$ cat config.mk
export PLATFORM = sky130hd
export DESIGN_NAME = dtc_timer
export DESIGN_NICKNAME = d
export VERILOG_FILES = /design/src/core/dtc_pkg.sv /design/src/core/dtc_timer.sv
export SDC_FILE = /design/constraint.sdc
export NUM_CORES = 1
export LEC_CHECK = 0
export BUFFER_PORTS_ARGS = -buffer_cell sky130_fd_sc_hd__buf_2
export CORE_ASPECT_RATIO = 0.8
export CORE_MARGIN = 3
export CORE_UTILIZATION = 25
export CTS_BUF_LIST = sky130_fd_sc_hd__clkbuf_8
export DETAILED_ROUTE_END_ITERATION = 12
export GPL_TIMING_DRIVEN = 1
export PLACE_DENSITY = 0.43
export SETUP_SLACK_MARGIN = 0.05
export SLEW_MARGIN = 20
export SYNTH_ARGS = -nofsm -noshare
export SYNTH_HDL_FRONTEND = slang
export SYNTH_SLANG_ARGS = --single-unit
$ cat constraint.sdc
create_clock -name clk -period 3.3 [get_ports clk]
set_input_delay 0.165 -clock clk [delete_from_list [all_inputs] [get_ports clk]]
set_output_delay 0.165 -clock clk [all_outputs]
set_load 0.01 [all_outputs]
$ cat src/core/dtc_pkg.sv
package dtc_pkg;
    // Register byte offsets
    localparam logic [7:0] OFS_CTRL0 = 8'h00;
    localparam logic [7:0] OFS_CTRL1 = 8'h04;
    localparam logic [7:0] OFS_CMP0 = 8'h08;
    localparam logic [7:0] OFS_CMP1 = 8'h0c;
    localparam logic [7:0] OFS_DUTY0 = 8'h10;
    localparam logic [7:0] OFS_DUTY1 = 8'h14;
    localparam logic [7:0] OFS_COUNT = 8'h18;
    // Control register fields
    localparam int CTL_FF = 7;
    localparam int CTL_CKS_HI = 6;
    localparam int CTL_CKS_LO = 4;
    localparam int CTL_RUN = 3;
    localparam int CTL_MODE_HI = 2;
    // Reset values
    localparam logic [7:0] CTRL_RST = 8'h00;
    localparam logic [7:0] CMP_RST = 8'hff;
    localparam logic [7:0] DUTY_RST = 8'h80;
    // Clock select codes
    localparam logic [2:0] CKS_DIV11 = 3'h0;
    localparam logic [2:0] CKS_DIV7 = 3'h1;
    localparam logic [2:0] CKS_DIV5 = 3'h2;
    localparam logic [2:0] CKS_DIV3 = 3'h3;
    localparam logic [2:0] CKS_FS = 3'h4;
    localparam logic [2:0] CKS_DIV1 = 3'h5;
    localparam logic [2:0] CKS_FC = 3'h6;
    localparam logic [2:0] CKS_PIN = 3'h7;
    // Timing: system clock and slow clock rates
    localparam int CLK_HZ = 100000000;
    localparam int FS_HZ = 32768;
    localparam int FS_DIV = CLK_HZ / FS_HZ;
    localparam logic [11:0] FS_LAST = 12'(FS_DIV - 1);
    // Operating modes
    typedef enum logic [2:0] {
        MODE_TIMER = 3'h0,
        MODE_PDO = 3'h1,
        MODE_PWM = 3'h2,
        MODE_16LO = 3'h3,
        MODE_16HI = 3'h4
    } dtc_mode_type;
endpackage

$ cat src/core/dtc_timer.sv
`timescale 1ns/100ps
// Operation
// Event mode counts pin falling edges; match raises irq, clears, continues.
// External source holds each pin level at least two clock cycles.
// Software keeps flip-flop init bit zero in timer and event modes.
// Compare register unbuffered, write acts at once; not changed while running.
// Divider mode counts internal clock; match toggles, clears, raises irq.
// Divider pin is inverse flip-flop; software presets it; reset clears it.
// Stopping holds pin level; flip-flop changed only by a later write.
// Control bit 3 runs channel; bit 7 sets flip-flop, zero drives pin high.
// Software sets the port output latch before using the output pins.
// PWM duty match toggles; overflow toggles, clears, raises irq.
// PWM pin is inverse flip-flop; preset chooses polarity; reset clears it.
// Duty double-buffered: running write moves at match irq, stopped at once.
// Reading duty while running returns the active stage, not new write.
// Software writes duty right after the match irq, avoiding the transfer.
// Stopping PWM holds pin; flip-flop changed only after the stop.
// Software stops the PWM channel before entering STOP mode.
// Cascaded 16-bit timer runs on upper run bit; match irq, clear, continue.
// Software writes compare low byte first, then high byte, never only one.
// Control value 11h selects fc/2^7 divider mode; 19h also starts it.
// 16-bit mode: lower control 13h, upper control 04h then 0Ch to start.
// Cascaded counting takes its clock from the lower channel select field.
// In 8-bit modes both channels run fully independently.
module dtc_timer (
    input wire logic clk,
    input wire logic reset,
    input wire logic psel,
    input wire logic penable,
    input wire logic pwrite,
    input wire logic [7:0] paddr,
    input wire logic [31:0] pwdata,
    output logic [31:0] prdata,
    output logic pready,
    output logic pslverr,
    input wire logic [1:0] event_input_pin,
    input wire logic prescaler_source_select,
    output logic [1:0] divider_out_pin,
    output logic [1:0] pwm_out_pin,
    output logic [1:0] channel_match_irq,
    output logic upper_match_irq
);
    logic [7:0] ctrl_r [2], cmp_r [2], cnt_r [2], cnt_nxt [2], inc [2];
    logic [7:0] duty_buf_r [2], duty_act_r [2], duty_act_nxt [2];
    logic [1:0] pin_r, pin_nxt, irq_r, irq_nxt, evt_prev_r, evt_fall;
    logic [1:0] tick, run, wr_ctrl, wr_cmp, wr_duty;
    logic [10:0] pre_r;
    logic [11:0] fs_cnt_r;
    logic [2:0] fs_pre_r;
    logic fs_tick, fs8_tick, casc, pready_r, pslverr_r, rd_err, acc;
    logic [15:0] c16_inc, c16_cmp;
    logic [31:0] prdata_r, rd_nxt;

    // Source clock tick for one channel
    function automatic logic tick_sel(input logic [2:0] sel,
                                      input logic [10:0] pre,
                                      input logic fsd, input logic fs1,
                                      input logic div11, input logic fall);
        case (sel)
            dtc_pkg::CKS_DIV11: tick_sel = div11 ? fsd : (&pre);
            dtc_pkg::CKS_DIV7: tick_sel = &pre[6:0];
            dtc_pkg::CKS_DIV5: tick_sel = &pre[4:0];
            dtc_pkg::CKS_DIV3: tick_sel = &pre[2:0];
            dtc_pkg::CKS_FS: tick_sel = fs1;
            dtc_pkg::CKS_DIV1: tick_sel = pre[0];
            dtc_pkg::CKS_FC: tick_sel = 1'b1;
            default: tick_sel = fall;
        endcase
    endfunction

    // APB decode
    assign acc = psel && penable && pready_r;
    always_comb begin
        for (int c = 0; c < 2; c++) begin
            wr_ctrl[c] = acc && pwrite && !pslverr_r &&
                         paddr == (c == 0 ? dtc_pkg::OFS_CTRL0
                                          : dtc_pkg::OFS_CTRL1);
            wr_cmp[c] = acc && pwrite && !pslverr_r &&
                        paddr == (c == 0 ? dtc_pkg::OFS_CMP0
                                         : dtc_pkg::OFS_CMP1);
            wr_duty[c] = acc && pwrite && !pslverr_r &&
                         paddr == (c == 0 ? dtc_pkg::OFS_DUTY0
                                          : dtc_pkg::OFS_DUTY1);
        end
    end

    // Read mux, captured in the setup cycle
    always_comb begin
        rd_nxt = 32'h00000000;
        rd_err = 1'b0;
        case (paddr)
            dtc_pkg::OFS_CTRL0: rd_nxt[7:0] = ctrl_r[0];
            dtc_pkg::OFS_CTRL1: rd_nxt[7:0] = ctrl_r[1];
            dtc_pkg::OFS_CMP0: rd_nxt[7:0] = cmp_r[0];
            dtc_pkg::OFS_CMP1: rd_nxt[7:0] = cmp_r[1];
            dtc_pkg::OFS_DUTY0: rd_nxt[7:0] = duty_act_r[0];
            dtc_pkg::OFS_DUTY1: rd_nxt[7:0] = duty_act_r[1];
            dtc_pkg::OFS_COUNT: rd_nxt[15:0] = {cnt_r[1], cnt_r[0]};
            default: rd_err = 1'b1;
        endcase
    end

    // APB answer, no wait states
    always_ff @(posedge clk or posedge reset) begin
        if (reset) begin
            prdata_r <= 32'h00000000;
            pready_r <= 1'b0;
            pslverr_r <= 1'b0;
        end else begin
            pready_r <= psel && !penable;
            if (psel && !penable) begin
                prdata_r <= pwrite ? 32'h00000000 : rd_nxt;
                pslverr_r <= rd_err;
            end
        end
    end

    // Software registers; compare writes act at once
    always_ff @(posedge clk or posedge reset) begin
        if (reset) begin
            for (int c = 0; c < 2; c++) begin
                ctrl_r[c] <= dtc_pkg::CTRL_RST;
                cmp_r[c] <= dtc_pkg::CMP_RST;
                duty_buf_r[c] <= dtc_pkg::DUTY_RST;
            end
        end else begin
            for (int c = 0; c < 2; c++) begin
                if (wr_ctrl[c]) ctrl_r[c] <= pwdata[7:0];
                if (wr_cmp[c]) cmp_r[c] <= pwdata[7:0];
                if (wr_duty[c]) duty_buf_r[c] <= pwdata[7:0];
            end
        end
    end

    // Prescaler, slow clock divider, event edge detect
    always_ff @(posedge clk or posedge reset) begin
        if (reset) begin
            pre_r <= 11'h000;
            fs_cnt_r <= 12'h000;
            fs_pre_r <= 3'h0;
            evt_prev_r <= 2'h3;
        end else begin
            pre_r <= pre_r + 11'h001;
            fs_cnt_r <= fs_tick ? 12'h000 : fs_cnt_r + 12'h001;
            if (fs_tick) fs_pre_r <= fs_pre_r + 3'h1;
            evt_prev_r <= event_input_pin;
        end
    end
    assign fs_tick = fs_cnt_r == dtc_pkg::FS_LAST;
    assign fs8_tick = fs_tick && (&fs_pre_r);
    assign evt_fall = evt_prev_r & ~event_input_pin;

    // Channel clocks and run state
    assign casc = ctrl_r[0][2:0] == dtc_pkg::MODE_16LO &&
                  ctrl_r[1][2:0] == dtc_pkg::MODE_16HI;
    always_comb begin
        for (int c = 0; c < 2; c++) begin
            tick[c] = tick_sel(ctrl_r[c][dtc_pkg::CTL_CKS_HI:
                                         dtc_pkg::CTL_CKS_LO],
                               pre_r, fs8_tick, fs_tick,
                               prescaler_source_select, evt_fall[c]);
            run[c] = ctrl_r[c][dtc_pkg::CTL_RUN];
            inc[c] = cnt_r[c] + 8'h01;
        end
    end
    assign c16_inc = {cnt_r[1], cnt_r[0]} + 16'h0001;
    assign c16_cmp = {cmp_r[1], cmp_r[0]};

    // Counter, flip-flop and duty next state
    always_comb begin
        for (int c = 0; c < 2; c++) begin
            cnt_nxt[c] = cnt_r[c];
            pin_nxt[c] = pin_r[c];
            irq_nxt[c] = 1'b0;
            duty_act_nxt[c] = duty_act_r[c];
            if (!casc && !run[c]) begin
                cnt_nxt[c] = 8'h00;
            end else if (!casc && tick[c]) begin
                case (dtc_pkg::dtc_mode_type'(ctrl_r[c][2:0]))
                    dtc_pkg::MODE_TIMER, dtc_pkg::MODE_PDO: begin
                        if (inc[c] == cmp_r[c]) begin
                            cnt_nxt[c] = 8'h00;
                            irq_nxt[c] = 1'b1;
                            if (ctrl_r[c][2:0] == dtc_pkg::MODE_PDO)
                                pin_nxt[c] = !pin_r[c];
                        end else begin
                            cnt_nxt[c] = inc[c];
                        end
                    end
                    dtc_pkg::MODE_PWM: begin
                        if (cnt_r[c] == 8'hff) begin
                            cnt_nxt[c] = 8'h00;
                            irq_nxt[c] = 1'b1;
                            pin_nxt[c] = !pin_r[c];
                            duty_act_nxt[c] = duty_buf_r[c];
                        end else begin
                            cnt_nxt[c] = inc[c];
                            if (inc[c] == duty_act_r[c])
                                pin_nxt[c] = !pin_r[c];
                        end
                    end
                    default: cnt_nxt[c] = 8'h00;
                endcase
            end
            // Preset only while stopped, so a stopping write holds the pin
            if (wr_ctrl[c] && !run[c])
                pin_nxt[c] = !pwdata[dtc_pkg::CTL_FF];
            if (wr_duty[c] && !run[c])
                duty_act_nxt[c] = pwdata[7:0];
        end
        // Cascaded 16-bit timer on the lower channel clock
        if (casc) begin
            if (!run[1]) begin
                cnt_nxt[0] = 8'h00;
                cnt_nxt[1] = 8'h00;
            end else if (tick[0]) begin
                if (c16_inc == c16_cmp) begin
                    cnt_nxt[0] = 8'h00;
                    cnt_nxt[1] = 8'h00;
                    irq_nxt[1] = 1'b1;
                end else begin
                    cnt_nxt[0] = c16_inc[7:0];
                    cnt_nxt[1] = c16_inc[15:8];
                end
            end
        end
    end

    // Counter, flip-flop and interrupt state
    always_ff @(posedge clk or posedge reset) begin
        if (reset) begin
            for (int c = 0; c < 2; c++) begin
                cnt_r[c] <= 8'h00;
                duty_act_r[c] <= dtc_pkg::DUTY_RST;
            end
            pin_r <= 2'h3;
            irq_r <= 2'h0;
        end else begin
            for (int c = 0; c < 2; c++) begin
                cnt_r[c] <= cnt_nxt[c];
                duty_act_r[c] <= duty_act_nxt[c];
            end
            pin_r <= pin_nxt;
            irq_r <= irq_nxt;
        end
    end

    // Outputs straight from flops
    assign divider_out_pin = pin_r;
    assign pwm_out_pin = pin_r;
    assign channel_match_irq = irq_r;
    assign upper_match_irq = irq_r[1];
    assign prdata = prdata_r;
    assign pready = pready_r;
    assign pslverr = pslverr_r;
endmodule

======== Word level (Yosys, flattened, before mapping) ========
Cells that the tools add are included.
storage, ports and cells
  bits in registers ....................... 146
  input bits .............................. 48
  logic and storage cells ................. 188
operators by class
  add/subtract/negate cells ............... 6
  equal/unequal tests ..................... 42
  muxes and demuxes ....................... 62
  bitwise gates (word level) .............. 2
  reductions and logical operators ........ 56
operators by type and width
  kind                                                                    count
  8-bit 2-to-1 mux                                                        19
  16-bit 2-to-1 mux                                                       5
  8-bit one-hot mux with 7 select lines                                   1
  8-bit equality test                                                     4
  8-bit one-hot mux with 2 select lines                                   2
  1-bit 2-to-1 mux                                                        28
  8-bit by 5-bit equality test with 1-bit output (second input constant)  3
  3-bit by 2-bit equality test with 1-bit output (second input constant)  7
  3-bit equality test (second input constant)                             7
  1-bit logical AND                                                       21
  16-bit by 1-bit adder with 16-bit output (second input constant)        1
  8-bit by 1-bit adder with 8-bit output (second input constant)          2
  16-bit equality test                                                    1
  8-bit by 4-bit equality test with 1-bit output (second input constant)  2
  8-bit equality test (second input constant)                             2
  2-bit nonzero test                                                      8
  1-bit one-hot mux with 7 select lines                                   2
  12-bit by 1-bit adder with 12-bit output (second input constant)        1
  12-bit equality test (second input constant)                            1
  3-bit by 1-bit equality test with 1-bit output (second input constant)  4
  3-bit zero test                                                         4
  12-bit 2-to-1 mux                                                       1
  3-bit != test (second input constant)                                   4
  6-bit AND reduction                                                     2
  18 further kinds                                                        36

======== Longest topological paths before layout ========
Gate-level depths: netlist (run 1).
  depth after elaboration ................. 11
  mapped depth ............................ 12
  gate-level depth less buffers ........... 11

======== Worst setup path before layout (run 1) ========
No wires, ideal clock.
  path type ............................... reg-to-reg
  from .................................... register pre_r[0]
  to ...................................... register cnt_r[2] in the netlist's numbering
  setup time .............................. 64 ps
  arrival ................................. 2763 ps
  data required time ...................... 3236 ps
  slack ................................... 473 ps
  cell stages (with the launch flop) ...... 12
  path buffers ............................ 0
  path through ............................ dfrtp_1 > ha_1 > and3_1 > ha_1 > mux2_2 > a211o_1 > a211oi_1 > nor3_2 > nor2_1 > nand2_1 > a211oi_1 > a21o_1
RTL lines
  element                          RTL line          source
  from (decl)                      dtc_timer.sv:47   logic [10:0] pre_r;
  from (signal assigned)           dtc_timer.sv:143  pre_r <= pre_r + 11'h001;
  to (signal, indexed assignment)  dtc_timer.sv:240  cnt_r[c] <= cnt_nxt[c];
  to (decl)                        dtc_timer.sv:43   logic [7:0] ctrl_r [2], cmp_r [2], cnt_r [2], cnt_nxt [2], inc [2];

==> results of run 1 <==
power by group through the flow:
stage                     registers, mW  clock network, mW  logic, mW
after global routing               1.60               1.52      0.118
final                              1.60               1.40      0.105
after CTS                          1.60               1.45      0.108
after global placement             1.63                  0      0.105
after floorplan                    1.63                  0     0.0609
after detailed placement           1.63                  0      0.104
worst min-delay path by stage:
stage | start | to | slack, ps | cells after the start
floorplan | event_input_pin[0] | evt_prev_r[0] | 170 | 0
global route | pwdata[4] | duty_act_r[4] | 40 | 3
finish | pwdata[4] | duty_act_r[4] | 60 | 3
global placement | event_input_pin[1] | evt_prev_r[1] | 290 | 1
detailed placement | event_input_pin[1] | evt_prev_r[1] | 290 | 1
CTS | pwdata[6] | duty_act_r[14] | 40 | 3
final cells by class:
class                   count  area [sq um]
clock buffers              19         261.5
multi-input cells         607          4228
flip-flops and latches    130          3283
clock inverters            13         135.1
inverters                  21         82.58
repair buffers            103         675.6
well taps                 413         516.7
fillers                  3267         21480
registers in the layout (all words and copies together), names as in the netlist:
register	cells
cnt_r	16
fs_cnt_r	12
pre_r	11
duty_act_r	16
prdata	16
pready	1
fs_pre_r	3
ctrl_r	16
divider_out_pin	2
duty_buf_r	16
evt_prev_r	2
channel_match_irq	2
c16_cmp	16
pslverr	1
what timing repair did:
| action | 4_1_cts | 5_1_grt |
|---|---|---|
| hold buffers | 4 | 0 |
| endpoints found under the hold margin | 110 | 0 |
| endpoints found under the setup margin | 0 | 0 |
cell usage after synthesis, types with 9 or more instances:
cell	n	share of area, %
nand3_1	34	2.2
a22o_1	18	2.0
a21oi_1	17	1.1
ha_1	9	1.4
nand4_1	14	1.1
o21ai_0	24	1.5
dfrtp_1	106	34
dfstp_2	24	8.0
a22oi_1	22	2.1
buf_2	10	0.64
clkbuf_1	19	0.91
and3_1	10	0.80
mux2i_1	10	1.3
mux2_2	45	6.5
nor2_1	62	3.0
nand2_1	71	3.4
nor3_1	27	1.7
buf_4	23	2.2
inv_1	21	1.0
xnor2_1	39	4.3
and4_1	9	1.0
xor2_1	28	3.1
worst max-delay path, stage by stage, from the launching register on:
cell and delay, ps:
dfrtp_1 390, ha_1 200, and3_1 180, ha_1 210, nor2b_1 140, nor4b_1 240, nor4_1 110, a21oi_2 510
inv_1 240, nor4b_1 410, a211oi_1 90, a21o_1 190
cell families (layout without fill, tap and decap cells):
logic type      count (synthesis)  count (layout)  share of synthesized area [%]
mux                            55              55                          7.727
compound gates                169             169                          16.11
simple gates                  288             288                          19.53
buf+inv                        78             156                          5.082
flops                         130             130                          41.80
xor+xnor                       70              70                          8.268
fa+ha+maj                       9               9                          1.434
other cells                     1              16                        0.04775
per-stage QoR:
step	hold WS [ps]	total power, mW
2_1_floorplan	169.5	1.690
3_3_place_gp	289.3	1.733
3_5_place_dp	287.0	1.733
4_1_cts	35.27	3.152
5_1_grt	38.99	3.239
6_report	59.16	3.104
layer usage:
metal	track usage [%]	up-vias	routed length, um
li1	-	3078	-
met2	21.56	214	10420
met1	24.51	3311	13460
met3	3.842	28	1498
met4	3.157	0	302
met5	0	-	0
==> qor.yml, run 1 <==
cp.required_ps: 3660
drtAntennaViolNets: 0
internal_power_mw: 2.326
hold_violations: 0
final_common_cell: "dfrtp_1"
synthArstFlopShare_pct: 100.0
place.port_buffers: 48
tns_ps: 0
grt_pass1_wl_um: 39960
arrival_ps: 3370
area_growth_pct: 16.92
fin_ws_ps: 290.4
syn_inst: 800
die_area_sq_um: 33590
clkPwrFrac_pct: 45.1
holdCritPathClass: "in -> reg"
drv_cap: 0
seqPwrFrac_pct: 51.5
slew_headroom_pct: 35.46
peakVddDrop_mv: 0.2194
ys.flop_type: "dfrtp_1"
clkTransAtPathRegs_ps: 80
placed_area_sq_um: 8746
worstSetupStartpoint: "pre_r[0]"
worst_pin_slew_ps: 954.7
grt-ovfl-total: 0
power.leakage_nw: 4.022
start_util_pct: 25.61
reg2reg_depth: 11
netSwitchingPower_mw: 0.7771
yosysWarnings: 0
wl_per_cell_um: 19.67
synth_cell_types: 83
switching_share_pct: 25.04
antenna_found_initial: 0
drive_gt1_share_pct: 24.86
num_io_pins: 89
status: "finished clean"
endpoint_kind: "flop"
clk-insertion-delay-late_ps: 460
fin_area_sq_um: 9183
synth_area_per_cell_sq_um: 9.817
r2r_setup_slack_ps: 290
drc_errors: 0
startpoint_type: "flop"
clock_sinks: 130
grt_pass1_vias: 6313
drt_iter0_markers: 505
post_cts_buffers: 0
gp_congestion: 0.8688
grt_max_degree: 131
cts_tree: "yes"
rows: 57
cts_resized: 0
cts_made_buffers: 17
setup_viol: 0
synth_edf_count: 0
reg2reg_from: "pre_r[0]"
path_max_fanout: 10
fmax_mhz: 332.3
endpoint: "cnt_r[5]"
final_max_slew_viol_count: 0
drt_first_pass_iters: 5
power.density_nw_per_um2: 338.0
track_usage_pct: 15.69
vias: 6631
htree_levels: 4
worstSetupPathType: "reg -> reg"
instances_no_fill: 1306
diodes: 0
final.setup_skew_ps: 13.11
clock_path_buffers: 2
combPwrFrac_pct: 3.4
period_minus_slack_ps: 3010
clockRootBuffer: "clkbuf_8"
die-width_um: 204.2
final_nets: 937
rsz0062_at_grt: "false"
die_h_um: 164.5
synth_area_sq_um: 7854
core_area_sq_um: 30670
hpwl_um: 19120
finalWirelength_um: 25680
post-place-ws_ps: 317.5
min_period_over_period_pct: 91.20
synth_seq_area_share_pct: 41.80
yosys_register_bits: 130
vias_per_cell: 5.077
final_util_pct: 29.94
place_inst: 1270
r2r-end: "cnt_r[5]"
mostFrequentLayoutCells: "106 x dfrtp_1, 71 x nand2_1, 62 x nor2_1"
Power figures use the tool's default switching activity.
==> inputs of run 2 (changes only) <==
--- a/config.mk
+++ b/config.mk
@@ -5,6 +5,7 @@
 export SDC_FILE = /design/constraint.sdc
 export NUM_CORES = 1
 export LEC_CHECK = 0
+export ABC_AREA = 1
 export BUFFER_PORTS_ARGS = -buffer_cell sky130_fd_sc_hd__buf_2
 export CORE_ASPECT_RATIO = 0.8
 export CORE_MARGIN = 3
==> run 2 against run 1 <==
Against the previous run:
- cell count is 31% higher
- register-to-register slack better by 290 ps
- non-clock buffer count is 27 lower
- final area is 3.9% higher
- critical endpoint is now cnt_r[8]
- largest power group unchanged
==> qor.yml, run 2 <==
status: "finished clean"
clk-insertion-delay-late_ps: 470
min_path_cells: 3
clockRootBuffer: "clkbuf_8"
slew_headroom_pct: 45.29
final_max_slew_viol_count: 0
grt-ovfl-total: 0
synth_cell_types: 43
setup_viol: 0
synth_area_sq_um: 8274
mostFrequentLayoutCells: "382 x nand2_1, 158 x inv_1, 148 x nand3_1"
clkTransAtPathRegs_ps: 80
gp_congestion: 0.9386
yosysMostFrequentCell: "nand2_1"
wl_per_cell_um: 17.70
synthArstFlopShare_pct: 100.0
hpwl_um: 24120
hold_violations: 0
drt_iter0_markers: 866
vias_per_cell: 4.748
htree_levels: 4
cts_tree: "yes"
synth_area_per_cell_sq_um: 6.821
diodes: 0
finalWirelength_um: 30380
start_util_pct: 25.85
post-place-ws_ps: 639.7
grt_pass1_wl_um: 46950
cp.required_ps: 3650
power.total_mw: 3.409
worstSetupPathType: "reg -> reg"
area_growth_pct: 15.33
core_area_sq_um: 32000
syn_inst: 1213
instances_no_fill: 1716
drtAntennaViolNets: 0
power.density_nw_per_um2: 357.3
final_nets: 1340
period_minus_slack_ps: 2715
num_io_pins: 89
holdCritPathClass: "in -> reg"
place.port_buffers: 48
die_area_sq_um: 35330
cts_made_buffers: 17
clock_path_buffers: 2
min_period_over_period_pct: 82.26
grt_max_degree: 51
track_usage_pct: 17.39
worst_pin_slew_ps: 813.6
drt_first_pass_iters: 5
endpoint_kind: "flop"
clock_sinks: 130
yosys_register_bits: 130
synth_edf_count: 0
fmax_mhz: 368.4
rows: 58
rsz0062_at_grt: "false"
die-width_um: 209.4
peakVddDrop_mv: 0.2351
placed_area_sq_um: 9027
tns_ps: 0
final.setup_skew_ps: 17.14
yosysWarnings: 0
final_common_cell: "nand2_1"
drc_errors: 0
vias: 8147
synth_seq_area_share_pct: 39.68
synth_top_area_cell: "dfrtp_1"
grt_pass1_vias: 7556
synth_commonest_cells: "382 x nand2_1, 158 x inv_1, 148 x nand3_1"
path_max_fanout: 7
fin_area_sq_um: 9543
reg2reg_depth: 15
die_h_um: 168.7
post_cts_buffers: 0
ys_top_cells_by_area: "dfrtp_1 32%, nand2_1 17%, nand3_1 9.0%, dfstp_2 7.6%, inv_1 7.2%"
arrival_ps: 3070
synth_top_cell_area_share_pct: 32.06
place_inst: 1675
ys.flop_type: "dfrtp_1"
fin_ws_ps: 585.4
drive_gt1_share_pct: 11.19
power.leakage_nw: 4.692
startpoint_type: "flop"
drv_cap: 0
antenna_found_initial: 0
-- run 2: cell types whose count changed after synthesis, sizes merged, moves of 22 or more --
cell   previous run  this run
xnor2            39         8
nor2             65       108
o21ai            26       102
inv              21       161
nand2            72       385
nand3            35       150
mux2             45         0
a22oi            22         0
-- run 2: final timing paths --
path	end	slack [ps]	from
min in group asynchronous	fs_cnt_r[6]	210	reset
worst min-delay path	duty_act_r[15]	30	pwdata[7]
worst min register to register	pre_r[10]	470	pre_r[10]
worst max register to register	cnt_r[8]	590	cnt_r[8]
max in group asynchronous	divider_out_pin[0]	2440	reset
worst max-delay path	cnt_r[8]	590	cnt_r[8]
-- run 2: worst max-delay path, cell delays in order, from the launching register on --
cell	delay, ps
dfrtp_1	510
ha_1	290
nand2_2	180
nand2_1	230
nand2_1	110
nand2_1	70
nor2_1	150
nand2_1	90
nor2_1	180
nand3_1	180
nand2_1	120
nand2_1	160
nand3_1	150
nand2_1	60
nand3_1	70
nand2_1	50
-- run 2: cells by family (layout without fill, tap and decap cells) --
logic type	count (synthesis)	after routing	share of synthesized area (%)
buf+inv	202	270	10.25
flops	130	130	39.68
simple gates	677	677	34.70
mux	1	1	0.1210
fa+ha+maj	9	9	1.361
compound gates	177	177	12.14
other cells	1	16	0.04532
xor+xnor	16	16	1.694
-- run 2: through the flow --
step | hold slack, ps | util, %
floorplan | 169.5 | -
global placement | 281.8 | 28.21
detailed placement | 290.6 | 28.21
CTS | 10.84 | 29.76
global route | 28.33 | 29.82
finish | 29.73 | 29.82
-- run 2: repair_timing --
action                    4_1_cts  5_1_grt
hold endpoints to repair       49        0
hold buffers                    8        0
gates resized for setup         0        0
-- run 2: cell type report --
type                            count  area (sq um)
Timing Repair Buffer               76         508.0
Multi-Input combinational cell    896          4199
Sequential cell                   130          3283
Clock buffer                       17         234.0
Tap cell                          420         525.5
Inverter                          162         611.8
Fill cell                        3603         22460
Clock inverter                     15         181.4
-- run 2: routing by layer --
layer  vias up  part of all wire [%]  global-route usage (%)
li1       4045                     -                       -
met1      3827                    54                   28.63
met2       265                    38                   22.76
met3        10                   7.2                   3.187
met4         0                  0.70                   3.987
met5         -                     0                       0
-- run 2: power by group --
group / total, mW / switching, mW / leakage, nW / internal, mW
logic: 0.302 / 0.222 / 2.89 / 0.0800
registers: 1.63 / 0.0224 / 1.59 / 1.61
clock network: 1.48 / 0.721 / 0.207 / 0.756
==> inputs of run 3 (changes only) <==
==> constraint.sdc (replaced) <==
create_clock -name clk -period 2.3 [get_ports clk]
set_input_delay 0.115 -clock clk [delete_from_list [all_inputs] [get_ports clk]]
set_output_delay 0.115 -clock clk [all_outputs]
set_load 0.01 [all_outputs]
==> run 3 against run 2 <==
Against the previous run:
- clock-buffer cell count increased by 3
- first-iteration DRC count increased by 2.3%
- combinational power increased by 87%
- sequential power increased by 43%
- die area unchanged
- cell count increased by 6.4%
- sequential share of layout area decreased by 4.3 points
- worst hold slack improved by 71 ps
- maximum frequency increased by 19%
- largest cell class unchanged
==> qor.yml, run 3 (synthesized netlist as in run 2, its figures left out) <==
clk-insertion-delay-late_ps: 510
final.setup_skew_ps: 26.08
placed_area_sq_um: 9681
cts_tree: "yes"
clock_sinks: 130
track_usage_pct: 18.14
final_util_pct: 34.18
worst_pin_slew_ps: 799.7
power.total_mw: 4.867
final_nets: 1450
worstSetupPathType: "reg -> reg"
min_period_over_period_pct: 98.85
drtAntennaViolNets: 0
reg2reg_depth: 17
period_minus_slack_ps: 2273
grt_pass1_wl_um: 48330
use_met2_pct: 24.72
power.density_nw_per_um2: 444.9
hpwl_um: 24860
final_max_slew_viol_count: 0
antenna_found_initial: 0
instances_no_fill: 1826
place_inst: 1757
rows: 58
peakVddDrop_mv: 0.3358
grt-ovfl-total: 0
cp.required_ps: 2680
area_growth_pct: 32.21
regArea_sq_um: 3291
fin_area_sq_um: 10940
path_max_fanout: 7
startpoint_type: "flop"
die_h_um: 168.7
busiest_layer: "met1"
vias: 8651
finalWirelength_um: 32510
clock_path_buffers: 2
final_common_cell: "nand2_1"
r2r-end: "cnt_r[13]"
htree_levels: 4
setup_viol: 0
drive_gt1_share_pct: 25.25
drt_iter0_markers: 886
multi_input_area_sq_um: 4618
num_io_pins: 89
endpoint_kind: "flop"
core_area_sq_um: 32000
fmax_mhz: 439.9
arrival_ps: 2660
grt_max_degree: 72
status: "finished clean"
clockRootBuffer: "clkbuf_8"
vias_per_cell: 4.738
rsz0062_at_grt: "true"
cts_made_buffers: 17
fin_ws_ps: 26.51
tns_ps: 0
wl_per_cell_um: 17.81
grt_pass1_vias: 7883
grtUsageMet3_pct: 3.706
mostFrequentLayoutCells: "340 x nand2_1, 149 x inv_1, 124 x nand3_1"
place.port_buffers: 48
met1_usage_pct: 28.73
r2r_setup_slack_ps: 30
slew_headroom_pct: 46.23
die_area_sq_um: 35330
fill_cells: 3500
reg2reg_from: "cnt_r[9]"
diodes: 0
clkTransAtPathRegs_ps: 90
power.leakage_nw: 5.342
drv_cap: 0
drt_first_pass_iters: 5
gp_congestion: 0.9339
start_util_pct: 25.85
die-width_um: 209.4
post-place-ws_ps: -93.67
hold_violations: 0
finalHoldWorstSlack_ps: 100.3
drc_errors: 0
holdCritPathClass: "in -> async"
==> run 3: cell count changes in the layout (fill, tap and decap cells not counted), moves of 7 or more <==
cell,change
inv_1,-9
nand3_2,+20
nand3_1,-24
nand2_4,+9
nand2_2,+33
buf_4,+89
buf_6,+7
nand2_1,-42
o21ai_0,-11
o21ai_1,+7
nor2_1,-10
==> run 3: per-layer routing <==
metal  wire length (um)  up-vias  share of wire [%]
li1                   -     4269                  -
met1              16840     4050                 52
met2              12700      297                 39
met3               2447       35                7.5
met4                532        0                1.6
met5                  0        -                  0
==> run 3: where the power goes <==
group,switching [mW],internal (mW),leakage [nW]
combinational,0.367,0.198,3.56
clock,1.03,0.940,0.197
sequential,0.0246,2.31,1.58
==> run 3: repair_timing <==
item,4_1_cts,5_1_grt
pin swaps,2,37
hold buffers,13,0
endpoints found under the setup margin,30,36
gates resized for setup,33,120
buffers inserted,5,16
endpoints found under the hold margin,135,0
cloned,2,2
==> run 3: critical path: stages (launching register included) <==
cell and delay, ps:
dfrtp_1 430, ha_4 210, nand2_4 90, nor2_4 180, nand2_4 100, inv_2 80
nand2_2 70, nand3_2 70, nand2_1 50, nor2_1 90, nand2_1 100, nor2_4 140
nand3_4 150, buf_12 190, nand3_1 70, nand2_1 50, nand2_1 60, inv_1 40
==> run 3: final cells by class <==
| class | count | area share, % |
|---|---|---|
| Inverter | 162 | 5.753 |
| Sequential cell | 130 | 30.08 |
| Clock inverter | 12 | 0.9836 |
| Tap cell | 420 | 4.804 |
| Timing Repair Buffer | 186 | 13.65 |
| Clock buffer | 20 | 2.516 |
| Multi-Input combinational cell | 896 | 42.22 |
==> run 3: how the worst max path moves through the flow <==
stage	depth (start not counted)	endpoint	startpoint
after floorplan	16	cnt_r[12]	pre_r[0]
after global placement	14	channel_match_irq[0]	cnt_r[8]
after detailed placement	14	channel_match_irq[0]	cnt_r[8]
after CTS	19	cnt_r[1]	cnt_r[8]
after global routing	17	cnt_r[13]	cnt_r[9]
final	17	cnt_r[13]	cnt_r[9]
